$ cat config.mk
export PLATFORM = sky130hd
export DESIGN_NAME = riod_decoder
export DESIGN_NICKNAME = d
export VERILOG_FILES = /design/src/common/riod_pkg.sv /design/src/rtl/riod_decoder.sv
export SDC_FILE = /design/constraint.sdc
export NUM_CORES = 1
export LEC_CHECK = 0
export BUFFER_PORTS_ARGS = -buffer_cell sky130_fd_sc_hd__clkbuf_2
export CAP_MARGIN = 0
export CORE_UTILIZATION = 40
export CTS_CLUSTER_DIAMETER = 60
export DETAILED_ROUTE_END_ITERATION = 12
export PLACE_DENSITY = 0.67
export SYNTH_ARGS = -nofsm -noshare
export SYNTH_HDL_FRONTEND = slang
export SYNTH_SLANG_ARGS = --single-unit
$ cat constraint.sdc
create_clock -name clk -period 1.9 [get_ports clk]
set_clock_uncertainty 0.2 [all_clocks]
set_input_delay 0.095 -clock clk [delete_from_list [all_inputs] [get_ports clk]]
set_output_delay 0.095 -clock clk [all_outputs]
set_load 0.02 [all_outputs]
$ cat src/common/riod_pkg.sv
// constants, opcode enumerations and carriers of the integer opcode decoder
// How it works
// [RULE1] multiply step cc: minor 24, one cycle
// [RULE2] state/mask/trap-base reads: 29,2A,2B, one cycle
// [RULE3] auxiliary multiply read: minor 28, one cycle
// [RULE4] special reads use only op, rd, minor
// [RULE5] state and mask reads need supervisor
// [RULE6] upper immediate: op 0, op2 4, one cycle
// [RULE7] byte stores 05/15, three cycles, alt privileged
// [RULE8] half 06/16, word 04/14, alt privileged
// [RULE9] pair stores 07/17, four cycles
// [RULE10] fp register store: minor 24, three cycles
// [RULE11] fp status store: minor 25, four cycles
// [RULE12] fp queue 26, fp pair 27, four cycles
// [RULE13] subtract 04, subtract cc 14, one cycle
// [RULE14] subtract carry 00, with cc 1C, one cycle
// [RULE15] tagged add 20, trapping variant 22
// [RULE16] tagged subtract 21, trapping variant 23
// [RULE17] conditional trap: op 2, minor 3A, 1-4 cycles
// [RULE18] trap taken four cycles, else one
// [RULE19] branch taken one cycle, untaken two
// [RULE20] state register write: minor 31, supervisor only
// [RULE21] trap base write: minor 33, one cycle, supervisor
// [RULE22] fp operate 34 dispatched by opf code
// [RULE23] unmatched or unprivileged use blocked and trapped
package riod_pkg;

  // primary opcode field values
  localparam logic [1:0] OP_FMT2  = 2'h0;
  localparam logic [1:0] OP_CALL  = 2'h1;
  localparam logic [1:0] OP_ARITH = 2'h2;
  localparam logic [1:0] OP_MEM   = 2'h3;

  localparam logic [2:0] OP2_BRANCH_INT = 3'h2;
  localparam logic [2:0] OP2_SET_UPPER  = 3'h4;
  localparam logic [2:0] OP2_BRANCH_FP  = 3'h6;

  // minor opcodes under the arithmetic primary opcode
  localparam logic [5:0] MIN_MINUS_CARRY    = 6'h00;
  localparam logic [5:0] MIN_MINUS          = 6'h04;
  localparam logic [5:0] MIN_MINUS_CC       = 6'h14;
  localparam logic [5:0] MIN_MINUS_CARRY_CC = 6'h1C;
  localparam logic [5:0] MIN_TAG_SUM_CC     = 6'h20;
  localparam logic [5:0] MIN_TAG_DIFF_CC    = 6'h21;
  localparam logic [5:0] MIN_TAG_SUM_TV     = 6'h22;
  localparam logic [5:0] MIN_TAG_DIFF_TV    = 6'h23;
  localparam logic [5:0] MIN_MUL_STEP_CC    = 6'h24;
  localparam logic [5:0] MIN_READ_AUX_MUL   = 6'h28;
  localparam logic [5:0] MIN_READ_STATE     = 6'h29;
  localparam logic [5:0] MIN_READ_WIN_MASK  = 6'h2A;
  localparam logic [5:0] MIN_READ_TRAP_BASE = 6'h2B;
  localparam logic [5:0] MIN_WRITE_STATE    = 6'h31;
  localparam logic [5:0] MIN_WRITE_WIN_MASK = 6'h32;
  localparam logic [5:0] MIN_WRITE_TRAP_BASE = 6'h33;
  localparam logic [5:0] MIN_FP_OPERATE     = 6'h34;
  localparam logic [5:0] MIN_RETURN_TRAP    = 6'h39;
  localparam logic [5:0] MIN_COND_TRAP      = 6'h3A;
  localparam logic [5:0] MIN_SAVE_WIN       = 6'h3C;
  localparam logic [5:0] MIN_RESTORE_WIN    = 6'h3D;

  // minor opcodes under the memory primary opcode
  localparam logic [5:0] MIN_WORD_WR      = 6'h04;
  localparam logic [5:0] MIN_BYTE_WR      = 6'h05;
  localparam logic [5:0] MIN_HALF_WR      = 6'h06;
  localparam logic [5:0] MIN_PAIR_WR      = 6'h07;
  localparam logic [5:0] MIN_WORD_WR_ALT  = 6'h14;
  localparam logic [5:0] MIN_BYTE_WR_ALT  = 6'h15;
  localparam logic [5:0] MIN_HALF_WR_ALT  = 6'h16;
  localparam logic [5:0] MIN_PAIR_WR_ALT  = 6'h17;
  localparam logic [5:0] MIN_FP_REG_WR    = 6'h24;
  localparam logic [5:0] MIN_FP_STATUS_WR = 6'h25;
  localparam logic [5:0] MIN_FP_QUEUE_WR  = 6'h26;
  localparam logic [5:0] MIN_FP_PAIR_WR   = 6'h27;

  // floating-point operate codes
  localparam logic [8:0] OPF_MOVE_SINGLE = 9'h001;
  localparam logic [8:0] OPF_NEG_SINGLE  = 9'h005;
  localparam logic [8:0] OPF_DIFF_SINGLE = 9'h045;
  localparam logic [8:0] OPF_DIFF_DOUBLE = 9'h046;
  localparam logic [8:0] OPF_PROD_SINGLE = 9'h049;
  localparam logic [8:0] OPF_PROD_DOUBLE = 9'h04A;

  // cycle counts
  localparam logic [2:0] CYC_ONE   = 3'h1;
  localparam logic [2:0] CYC_TWO   = 3'h2;
  localparam logic [2:0] CYC_THREE = 3'h3;
  localparam logic [2:0] CYC_FOUR  = 3'h4;
  localparam logic [2:0] CYC_RESET = 3'h0;

  typedef enum logic [5:0] {
    RIOD_NONE, RIOD_ILLEGAL, RIOD_CALL, RIOD_BRANCH_INT, RIOD_BRANCH_FP,
    RIOD_SET_UPPER_IMMEDIATE, RIOD_MULTIPLY_STEP_CC, RIOD_READ_AUX_MUL,
    RIOD_READ_STATE_REG, RIOD_READ_WINDOW_MASK, RIOD_READ_TRAP_BASE,
    RIOD_WRITE_STATE_REG, RIOD_WRITE_WINDOW_MASK, RIOD_WRITE_TRAP_BASE,
    RIOD_MINUS, RIOD_MINUS_CC, RIOD_MINUS_CARRY, RIOD_MINUS_CARRY_CC,
    RIOD_TAGGED_SUM_CC, RIOD_TAGGED_SUM_CC_OVERFLOW_TRAP,
    RIOD_TAGGED_DIFF_CC, RIOD_TAGGED_DIFF_CC_OVERFLOW_TRAP,
    RIOD_CONDITIONAL_TRAP, RIOD_FP_OPERATE, RIOD_SAVE, RIOD_RESTORE,
    RIOD_RETURN_FROM_TRAP,
    RIOD_BYTE_WRITER, RIOD_BYTE_WRITER_ALT, RIOD_HALF_WRITER,
    RIOD_HALF_WRITER_ALT, RIOD_WORD_WRITER, RIOD_WORD_WRITER_ALT,
    RIOD_PAIR_WRITER, RIOD_PAIR_WRITER_ALT, RIOD_FP_REG_WRITER,
    RIOD_FP_STATUS_WRITER, RIOD_FP_QUEUE_WRITER, RIOD_FP_PAIR_WRITER
  } riod_op_type;

  typedef enum logic [2:0] {
    RIOD_FP_NONE, RIOD_FP_MOVE_SINGLE, RIOD_FP_NEG_SINGLE,
    RIOD_FP_DIFFERENCE_SINGLE, RIOD_FP_DIFFERENCE_DOUBLE,
    RIOD_FP_PRODUCT_SINGLE, RIOD_FP_PRODUCT_DOUBLE, RIOD_FP_OTHER
  } riod_fpop_type;

  // format 3 view of an instruction word
  typedef struct packed {
    logic [1:0]  op;
    logic [4:0]  rd;
    logic [5:0]  minorOpcode;
    logic [4:0]  rs1;
    logic        useImm;
    logic [12:0] low;
  } riod_fmt3_type;

  typedef struct packed {
    logic          valid;
    riod_op_type   op;
    riod_fpop_type fpOp;
    logic [8:0]    opf;
    logic [2:0]    cycles;
    logic          privileged;
    logic          altSpace;
    logic          fpDispatch;
    logic          trapTaken;
    logic          illegalTrap;
    logic          privilegeTrap;
    logic          execute;
    logic [4:0]    rd;
    logic [4:0]    rs1;
    logic [4:0]    rs2;
    logic          useImm;
    logic [12:0]   imm13;
    logic [21:0]   imm22;
  } riod_decoded_type;

endpackage

$ cat src/rtl/riod_decoder.sv
// single-cycle registered decoder for the second part of the integer instruction set
`timescale 1ns/100ps
`default_nettype none
module riod_decoder (
  input  wire logic                       clk,
  input  wire logic                       rst_n,
  input  wire logic                       instrValid,
  input  wire logic [31:0]                instr,
  input  wire logic                       supervisor,
  input  wire logic                       condTrue,
  output logic                            decValid,
  output riod_pkg::riod_decoded_type      decoded
);

  ////////////////////////////////////////////////////////////////////////////
  // helpers

  // cycle count for conditional flow; both branch and trap need it
  function automatic logic [2:0] condCycles(
    input logic       cond,
    input logic [2:0] whenTrue,
    input logic [2:0] whenFalse
  );
    condCycles = cond ? whenTrue : whenFalse;
  endfunction

  function automatic riod_pkg::riod_fpop_type fpLookup(input logic [8:0] code);
    riod_pkg::riod_fpop_type r;
    r = riod_pkg::RIOD_FP_OTHER;
    if (code == riod_pkg::OPF_MOVE_SINGLE) begin
      r = riod_pkg::RIOD_FP_MOVE_SINGLE;
    end else if (code == riod_pkg::OPF_NEG_SINGLE) begin
      r = riod_pkg::RIOD_FP_NEG_SINGLE;
    end else if (code == riod_pkg::OPF_DIFF_SINGLE) begin
      r = riod_pkg::RIOD_FP_DIFFERENCE_SINGLE;
    end else if (code == riod_pkg::OPF_DIFF_DOUBLE) begin
      r = riod_pkg::RIOD_FP_DIFFERENCE_DOUBLE; // [RULE22]
    end else if (code == riod_pkg::OPF_PROD_SINGLE) begin
      r = riod_pkg::RIOD_FP_PRODUCT_SINGLE; // [RULE22]
    end else if (code == riod_pkg::OPF_PROD_DOUBLE) begin
      r = riod_pkg::RIOD_FP_PRODUCT_DOUBLE; // [RULE22]
    end
    fpLookup = r;
  endfunction

  ////////////////////////////////////////////////////////////////////////////
  // combinational decode

  riod_pkg::riod_fmt3_type    f3;
  riod_pkg::riod_decoded_type decoded_d;
  riod_pkg::riod_decoded_type decoded_q;
  logic                       specialRead;
  logic                       altStore;

  assign f3 = riod_pkg::riod_fmt3_type'(instr);

  always_comb begin
    decoded_d               = '0;
    decoded_d.valid         = instrValid;
    decoded_d.op            = riod_pkg::RIOD_ILLEGAL;
    decoded_d.fpOp          = riod_pkg::RIOD_FP_NONE;
    decoded_d.cycles        = riod_pkg::CYC_ONE;
    decoded_d.rd            = f3.rd;
    decoded_d.rs1           = f3.rs1;
    decoded_d.rs2           = f3.low[4:0];
    decoded_d.useImm        = f3.useImm;
    decoded_d.imm13         = f3.low;
    specialRead             = 1'b0;
    altStore                = 1'b0;
    case (f3.op)
      riod_pkg::OP_FMT2: begin
        decoded_d.rs1    = 5'h00;
        decoded_d.rs2    = 5'h00;
        decoded_d.useImm = 1'b0;
        decoded_d.imm13  = 13'h0000;
        case (instr[24:22])
          riod_pkg::OP2_SET_UPPER: begin
            decoded_d.op     = riod_pkg::RIOD_SET_UPPER_IMMEDIATE; // [RULE6]
            decoded_d.imm22  = instr[21:0];
            decoded_d.cycles = riod_pkg::CYC_ONE; // [RULE6]
          end
          riod_pkg::OP2_BRANCH_INT: begin
            decoded_d.op     = riod_pkg::RIOD_BRANCH_INT;
            decoded_d.imm22  = instr[21:0];
            decoded_d.cycles = condCycles(condTrue, riod_pkg::CYC_ONE,
                                          riod_pkg::CYC_TWO); // [RULE19]
          end
          riod_pkg::OP2_BRANCH_FP: begin
            decoded_d.op     = riod_pkg::RIOD_BRANCH_FP;
            decoded_d.imm22  = instr[21:0];
            decoded_d.cycles = condCycles(condTrue, riod_pkg::CYC_ONE,
                                          riod_pkg::CYC_TWO); // [RULE19]
          end
          default: begin
            decoded_d.op = riod_pkg::RIOD_ILLEGAL; // [RULE23]
          end
        endcase
      end
      riod_pkg::OP_CALL: begin
        // only the low 22 bits of the displacement travel on, in imm22
        decoded_d.op     = riod_pkg::RIOD_CALL;
        decoded_d.rd     = 5'h00;
        decoded_d.rs1    = 5'h00;
        decoded_d.rs2    = 5'h00;
        decoded_d.useImm = 1'b0;
        decoded_d.imm13  = 13'h0000;
        decoded_d.imm22  = instr[21:0];
      end
      riod_pkg::OP_ARITH: begin
        case (f3.minorOpcode)
          riod_pkg::MIN_MUL_STEP_CC: begin
            decoded_d.op     = riod_pkg::RIOD_MULTIPLY_STEP_CC; // [RULE1]
            decoded_d.cycles = riod_pkg::CYC_ONE; // [RULE1]
          end
          riod_pkg::MIN_READ_AUX_MUL: begin
            decoded_d.op = riod_pkg::RIOD_READ_AUX_MUL; // [RULE3]
            specialRead  = 1'b1;
          end
          riod_pkg::MIN_READ_STATE: begin
            decoded_d.op         = riod_pkg::RIOD_READ_STATE_REG; // [RULE2]
            decoded_d.privileged = 1'b1; // [RULE5]
            specialRead          = 1'b1;
          end
          riod_pkg::MIN_READ_WIN_MASK: begin
            decoded_d.op         = riod_pkg::RIOD_READ_WINDOW_MASK; // [RULE2]
            decoded_d.privileged = 1'b1; // [RULE5]
            specialRead          = 1'b1;
          end
          riod_pkg::MIN_READ_TRAP_BASE: begin
            // unprivileged, like the auxiliary multiply read
            decoded_d.op = riod_pkg::RIOD_READ_TRAP_BASE; // [RULE2] [RULE5]
            specialRead  = 1'b1;
          end
          riod_pkg::MIN_MINUS: begin
            decoded_d.op = riod_pkg::RIOD_MINUS; // [RULE13]
          end
          riod_pkg::MIN_MINUS_CC: begin
            decoded_d.op = riod_pkg::RIOD_MINUS_CC; // [RULE13]
          end
          riod_pkg::MIN_MINUS_CARRY: begin
            decoded_d.op = riod_pkg::RIOD_MINUS_CARRY; // [RULE14]
          end
          riod_pkg::MIN_MINUS_CARRY_CC: begin
            decoded_d.op = riod_pkg::RIOD_MINUS_CARRY_CC; // [RULE14]
          end
          riod_pkg::MIN_TAG_SUM_CC: begin
            decoded_d.op = riod_pkg::RIOD_TAGGED_SUM_CC; // [RULE15]
          end
          riod_pkg::MIN_TAG_SUM_TV: begin
            decoded_d.op = riod_pkg::RIOD_TAGGED_SUM_CC_OVERFLOW_TRAP; // [RULE15]
          end
          riod_pkg::MIN_TAG_DIFF_CC: begin
            decoded_d.op = riod_pkg::RIOD_TAGGED_DIFF_CC; // [RULE16]
          end
          riod_pkg::MIN_TAG_DIFF_TV: begin
            decoded_d.op = riod_pkg::RIOD_TAGGED_DIFF_CC_OVERFLOW_TRAP; // [RULE16]
          end
          riod_pkg::MIN_COND_TRAP: begin
            decoded_d.op        = riod_pkg::RIOD_CONDITIONAL_TRAP; // [RULE17]
            decoded_d.trapTaken = condTrue;
            decoded_d.cycles    = condCycles(condTrue, riod_pkg::CYC_FOUR,
                                             riod_pkg::CYC_ONE); // [RULE18]
          end
          riod_pkg::MIN_WRITE_STATE: begin
            decoded_d.op         = riod_pkg::RIOD_WRITE_STATE_REG; // [RULE20]
            decoded_d.privileged = 1'b1; // [RULE20]
          end
          riod_pkg::MIN_WRITE_WIN_MASK: begin
            decoded_d.op         = riod_pkg::RIOD_WRITE_WINDOW_MASK;
            decoded_d.privileged = 1'b1;
          end
          riod_pkg::MIN_WRITE_TRAP_BASE: begin
            decoded_d.op         = riod_pkg::RIOD_WRITE_TRAP_BASE; // [RULE21]
            decoded_d.privileged = 1'b1; // [RULE21]
          end
          riod_pkg::MIN_FP_OPERATE: begin
            decoded_d.op         = riod_pkg::RIOD_FP_OPERATE; // [RULE22]
            decoded_d.opf        = instr[13:5];
            decoded_d.fpOp       = fpLookup(instr[13:5]); // [RULE22]
            decoded_d.fpDispatch = 1'b1; // [RULE22]
            decoded_d.useImm     = 1'b0;
            decoded_d.imm13      = 13'h0000;
          end
          riod_pkg::MIN_SAVE_WIN: begin
            decoded_d.op = riod_pkg::RIOD_SAVE;
          end
          riod_pkg::MIN_RESTORE_WIN: begin
            decoded_d.op = riod_pkg::RIOD_RESTORE;
          end
          riod_pkg::MIN_RETURN_TRAP: begin
            decoded_d.op         = riod_pkg::RIOD_RETURN_FROM_TRAP;
            decoded_d.privileged = 1'b1;
            decoded_d.cycles     = riod_pkg::CYC_TWO;
          end
          default: begin
            decoded_d.op = riod_pkg::RIOD_ILLEGAL; // [RULE23]
          end
        endcase
      end
      default: begin
        // memory group: every store listed here is at least three cycles
        decoded_d.cycles = riod_pkg::CYC_THREE;
        case (f3.minorOpcode)
          riod_pkg::MIN_BYTE_WR: begin
            decoded_d.op = riod_pkg::RIOD_BYTE_WRITER; // [RULE7]
          end
          riod_pkg::MIN_BYTE_WR_ALT: begin
            decoded_d.op = riod_pkg::RIOD_BYTE_WRITER_ALT; // [RULE7]
            altStore     = 1'b1;
          end
          riod_pkg::MIN_HALF_WR: begin
            decoded_d.op = riod_pkg::RIOD_HALF_WRITER; // [RULE8]
          end
          riod_pkg::MIN_HALF_WR_ALT: begin
            decoded_d.op = riod_pkg::RIOD_HALF_WRITER_ALT; // [RULE8]
            altStore     = 1'b1;
          end
          riod_pkg::MIN_WORD_WR: begin
            decoded_d.op = riod_pkg::RIOD_WORD_WRITER; // [RULE8]
          end
          riod_pkg::MIN_WORD_WR_ALT: begin
            decoded_d.op = riod_pkg::RIOD_WORD_WRITER_ALT; // [RULE8]
            altStore     = 1'b1;
          end
          riod_pkg::MIN_PAIR_WR: begin
            decoded_d.op     = riod_pkg::RIOD_PAIR_WRITER; // [RULE9]
            decoded_d.cycles = riod_pkg::CYC_FOUR; // [RULE9]
          end
          riod_pkg::MIN_PAIR_WR_ALT: begin
            decoded_d.op     = riod_pkg::RIOD_PAIR_WRITER_ALT; // [RULE9]
            decoded_d.cycles = riod_pkg::CYC_FOUR; // [RULE9]
            altStore         = 1'b1;
          end
          riod_pkg::MIN_FP_REG_WR: begin
            decoded_d.op = riod_pkg::RIOD_FP_REG_WRITER; // [RULE10]
          end
          riod_pkg::MIN_FP_STATUS_WR: begin
            decoded_d.op     = riod_pkg::RIOD_FP_STATUS_WRITER; // [RULE11]
            decoded_d.cycles = riod_pkg::CYC_FOUR; // [RULE11]
          end
          riod_pkg::MIN_FP_QUEUE_WR: begin
            decoded_d.op     = riod_pkg::RIOD_FP_QUEUE_WRITER; // [RULE12]
            decoded_d.cycles = riod_pkg::CYC_FOUR; // [RULE12]
          end
          riod_pkg::MIN_FP_PAIR_WR: begin
            decoded_d.op     = riod_pkg::RIOD_FP_PAIR_WRITER; // [RULE12]
            decoded_d.cycles = riod_pkg::CYC_FOUR; // [RULE12]
          end
          default: begin
            decoded_d.op     = riod_pkg::RIOD_ILLEGAL; // [RULE23]
            decoded_d.cycles = riod_pkg::CYC_ONE;
          end
        endcase
      end
    endcase

    // alternate-space stores carry the space in the asi field, so they are
    // privileged and an immediate form has no meaning
    if (altStore) begin
      decoded_d.privileged = 1'b1; // [RULE7] [RULE8] [RULE9]
      decoded_d.altSpace   = 1'b1;
      if (f3.useImm) begin
        decoded_d.op = riod_pkg::RIOD_ILLEGAL; // [RULE23]
      end
    end

    // special reads see only op, rd and minor opcode
    if (specialRead) begin
      decoded_d.rs1    = 5'h00; // [RULE4]
      decoded_d.rs2    = 5'h00; // [RULE4]
      decoded_d.useImm = 1'b0; // [RULE4]
      decoded_d.imm13  = 13'h0000; // [RULE4]
      decoded_d.cycles = riod_pkg::CYC_ONE; // [RULE2] [RULE3]
    end

    // an illegal encoding wins over a privilege fault
    if (decoded_d.op == riod_pkg::RIOD_ILLEGAL) begin
      decoded_d.illegalTrap = instrValid; // [RULE23]
      decoded_d.privileged  = 1'b0;
      decoded_d.fpDispatch  = 1'b0;
      decoded_d.trapTaken   = 1'b0;
      decoded_d.cycles      = riod_pkg::CYC_ONE;
    end else if (decoded_d.privileged && !supervisor) begin
      decoded_d.privilegeTrap = instrValid; // [RULE5] [RULE20] [RULE21] [RULE23]
      decoded_d.fpDispatch    = 1'b0;
      decoded_d.trapTaken     = 1'b0;
    end
    decoded_d.execute    = instrValid && !decoded_d.illegalTrap &&
                           !decoded_d.privilegeTrap; // [RULE23]
    decoded_d.fpDispatch = decoded_d.fpDispatch && instrValid;
    decoded_d.trapTaken  = decoded_d.trapTaken && instrValid;
    if (!instrValid) begin
      decoded_d.op = riod_pkg::RIOD_NONE;
    end
  end

  ////////////////////////////////////////////////////////////////////////////
  // output register: one cycle from instruction to decode

  always_ff @(posedge clk or negedge rst_n) begin
    if (!rst_n) begin
      decoded_q <= '0;
    end else begin
      decoded_q <= decoded_d;
    end
  end

  assign decValid = decoded_q.valid;
  assign decoded  = decoded_q;

endmodule
`default_nettype wire

### Word level (Yosys, flattened, before mapping)

Cells that the tools add are included.

* output and inout port bits: 81
* bits of input ports: 37
* flip-flop bits (word level): 80
* logic and storage cells: 123

* reduce and logical (&&, ||, !) cells: 19
* equal/unequal tests: 41
* muxes and demuxes: 45

Operator list (number)
* $eq 6x6->1 const B: 20
* $pmux 5 s21: 1
* $pmux 6 s12: 1
* $pmux 22 s2: 1
* $eq 9x7->1 const B: 4
* $eq 6x5->1 const B: 5
* $pmux 14 s2: 1
* $eq 6x3->1 const B: 4
* $mux 12: 2
* $mux 24: 1
* $mux 22: 1
* $mux 3: 7
* $mux 6: 3
* $pmux 3 s3: 2
* $pmux 6 s3: 1
* $mux 14: 1
* $mux 1: 12
* $mux 2: 6
* $pmux 3 s2: 2
* $mux 10: 1
* $eq 9x1->1 const B: 1
* $eq 9x3->1 const B: 1
* $reduce_or 4->1: 2
* $reduce_or 7->1: 1
* 15 further kinds: 24

### Longest topological paths before layout

* depth in word-level cells: 10
* gate-level depth with buffers: 8
* mapped depth without buffers: 6

### Least setup slack after synthesis

No wires, ideal clock.

* path type: input-to-reg
* start point: in instr[19]
* end point: reg decoded_q, in the netlist decoded[60]
* buffers on the path: 2
* arrival time: 1417 ps
* required time: 1580 ps
* cell stages on the path: 8
* setup time: 120 ps
* setup slack: 163 ps
* cells stage by stage: buf_6 > buf_4 > o21ai_1 > o31ai_1 > a211o_2 > o31ai_4 > nand2_2 > and3_1

RTL lines
* start: declaration: RTL line riod_decoder.sv:8 `input wire logic [31:0] instr,`
* end signal: assignment: RTL line riod_decoder.sv:304 `decoded_q <= decoded_d;`
* end: declaration: RTL line riod_decoder.sv:51 `riod_pkg::riod_decoded_type decoded_q;`

==> out/metrics.yaml <==
hold_path_class: "in -> async"
fin_crit_sh_pct: 92.7
holdWs_ns: 0.0184
drt-wirelength-per-cell_microns: 14.4
layout_common_cells: "clkbuf_2, dfrtp_1, and2_1, buf_4, dlygate4sd3_1"
async_reset_ff_share_pct: 100
synth_ff_type: "dfrtp_1"
fmax_ghz: 0.568
root_buffer: "clkbuf_8"
synth-simple-area-share_pct: 24.7
postCtsSetupBuffers: 0
synth_cell_types: 62
synth_edf_count: 0
drv_slew: 0
synthCells: 314
overflow: 0
fill_cells: 693
htree_levels: 3
hpwl_microns: 6110
ys_seq_elements: 80
final_util_pct: 58.3
grt_usage_pct: 19.6
core-area_sq_um: 8300
ant_nets: 0
yosysWarnings: 0
synth_top_family_by_area: "simple AND/OR/NAND/NOR gates"
power_leakage_nw: 2.51
num_io_pins: 118
die-area_sq_um: 9060
tightest_slew_ns: 0.674
clk_pin_slew_worst_paths_ns: 0.09
path_class: "in -> reg"
synth.area.mux_share_pct: 0.288
antenna_cells: 0
multi_input_area_sq_um: 1310
die_x_microns: 95.2
worstPathArrival_ns: 1.77
initial_utilization_pct: 41.9
seqCellArea_sq_um: 2000
design_area_sq_um: 4840
drtPass1Iterations: 4
synth_seq_area_share_pct: 57.6
hold_viol: 0
grt_max_degree: 48
synth_adder_area_share_pct: 0
p_total_w: 0.00354
cts_buffer_depth: 2
totalWireLength_microns: 8600
via_count: 2959
syn_nets: 351
synth_xor_area_share_pct: 0.504
powerDensity_nw_per_um2: 731
rows: 33
drcViolationCount: 0
final_common_cell: "clkbuf_2"
rsz0062_at_grt: "no"
critPathCaptureType: "register"
cts_made_buffers: 9
cts_tree: "done"
critPathLaunchType: "primary input"
outcome: "completed"
cp_data_required_time_ns: 1.91
fin_nets: 523
grt_pass1_wl_microns: 13400
timing.final.crit_period_ns: 1.76
ir_drop_v: 0.000335
synth_compound_area_share_pct: 12.2
drt_iter0_drc: 154
drive_gt1_share_pct: 37.9
clkSinkCount: 80
die-height_microns: 95.2
io_buffers: 117
max_cap_violations: 0
syn_area_sq_um: 3470
syn_to_final_growth_pct: 39.2
via_per_inst: 4.96
max_slew_margin_pct: 54.9
grt_pass1_vias: 2734
gp_congestion: 0.941
placed_area_sq_um: 4380
setup_violations: 0
antenna_found_initial: 0
avgSynthCellArea_sq_um: 11.1
critPathMaxFanout: 7
## cells by family (layout without fill, tap and decap cells)
| group | after synthesis | after routing |
|---|---|---|
| simple gates | 145 | 145 |
| compound gates | 57 | 57 |
| mux | 1 | 1 |
| xor+xnor | 2 | 2 |
| buf+inv | 29 | 206 |
| flops | 80 | 80 |
## registers in the layout, summed over array words and instances, names as in the netlist
name      count
decValid      1
decoded      79
## area by class of cell
| type | count | share of cell area [%] |
|---|---|---|
| Sequential cell | 80 | 41.4 |
| Clock buffer | 9 | 2.56 |
| Clock inverter | 7 | 1.11 |
| Tap cell | 105 | 2.72 |
| Multi-Input combinational cell | 205 | 27.2 |
| Timing Repair Buffer | 185 | 24.7 |
| Inverter | 5 | 0.388 |
## routing by layer
metal / vias to the layer above / GRT usage (%) / wire (microns)
met5: - / 0 / 0
met2: 106 / 32.3 / 4250
met3: 5 / 4.39 / 496
met4: 0 / 6.06 / 79
met1: 1428 / 25.6 / 3780
li1: 1420 / - / -
## final timing paths
check                               to  startpoint  slack (ns)
setup / recovery           decoded[58]   instr[13]        0.14
min in group clk           decoded[76]   instr[30]        0.04
hold / removal              decoded[5]       rst_n        0.02
max in group asynchronous  decoded[60]       rst_n        0.87
## power breakdown
group	switching [W]	total [W]	internal, W
clock network	0.000623	0.00111	0.000482
logic	0.000366	0.000635	0.000270
registers	0.0000213	0.00180	0.00177
## cell usage after synthesis, types with 5 or more instances
cell / number / area [sq um]
nor3_1: 12 / 60.1
o21ai_0: 7 / 35.0
nand2b_1: 11 / 68.8
nand2_1: 13 / 48.8
inv_1: 5 / 18.8
buf_4: 6 / 45.0
nor2b_1: 5 / 31.3
and2_1: 61 / 382
a21oi_1: 13 / 65.1
nor2_1: 12 / 45.0
dfrtp_1: 80 / 2000
and3_1: 5 / 31.3
buf_2: 5 / 25.0
clkbuf_1: 8 / 30.0
## worst max-delay path, cell delays in order
cell and delay, ns:
dlygate4sd3_1 0.53, clkbuf_2 0.20, o21ba_2 0.27, o211ai_1 0.09, a21boi_2 0.23, o22ai_2 0.11, nand2_2 0.12, o221ai_1 0.13
## through the flow
step | setup TNS (ns) | cells | setup slack (ns)
floorplan | 0 | 314 | 0.163
global placement | -0.498 | 552 | -0.0621
detailed placement | -0.702 | 552 | -0.120
CTS | 0 | 596 | 0.0742
global route | 0 | 596 | 0.00389
finish | 0 | 596 | 0.139
## repair_timing
action / 4_1_cts / 5_1_grt
endpoints found under the hold margin: 149 / 0
hold buffers: 28 / 0
gates resized for setup: 0 / 1
setup endpoints to repair: 0 / 3
(Power assumes the default switching activity.)
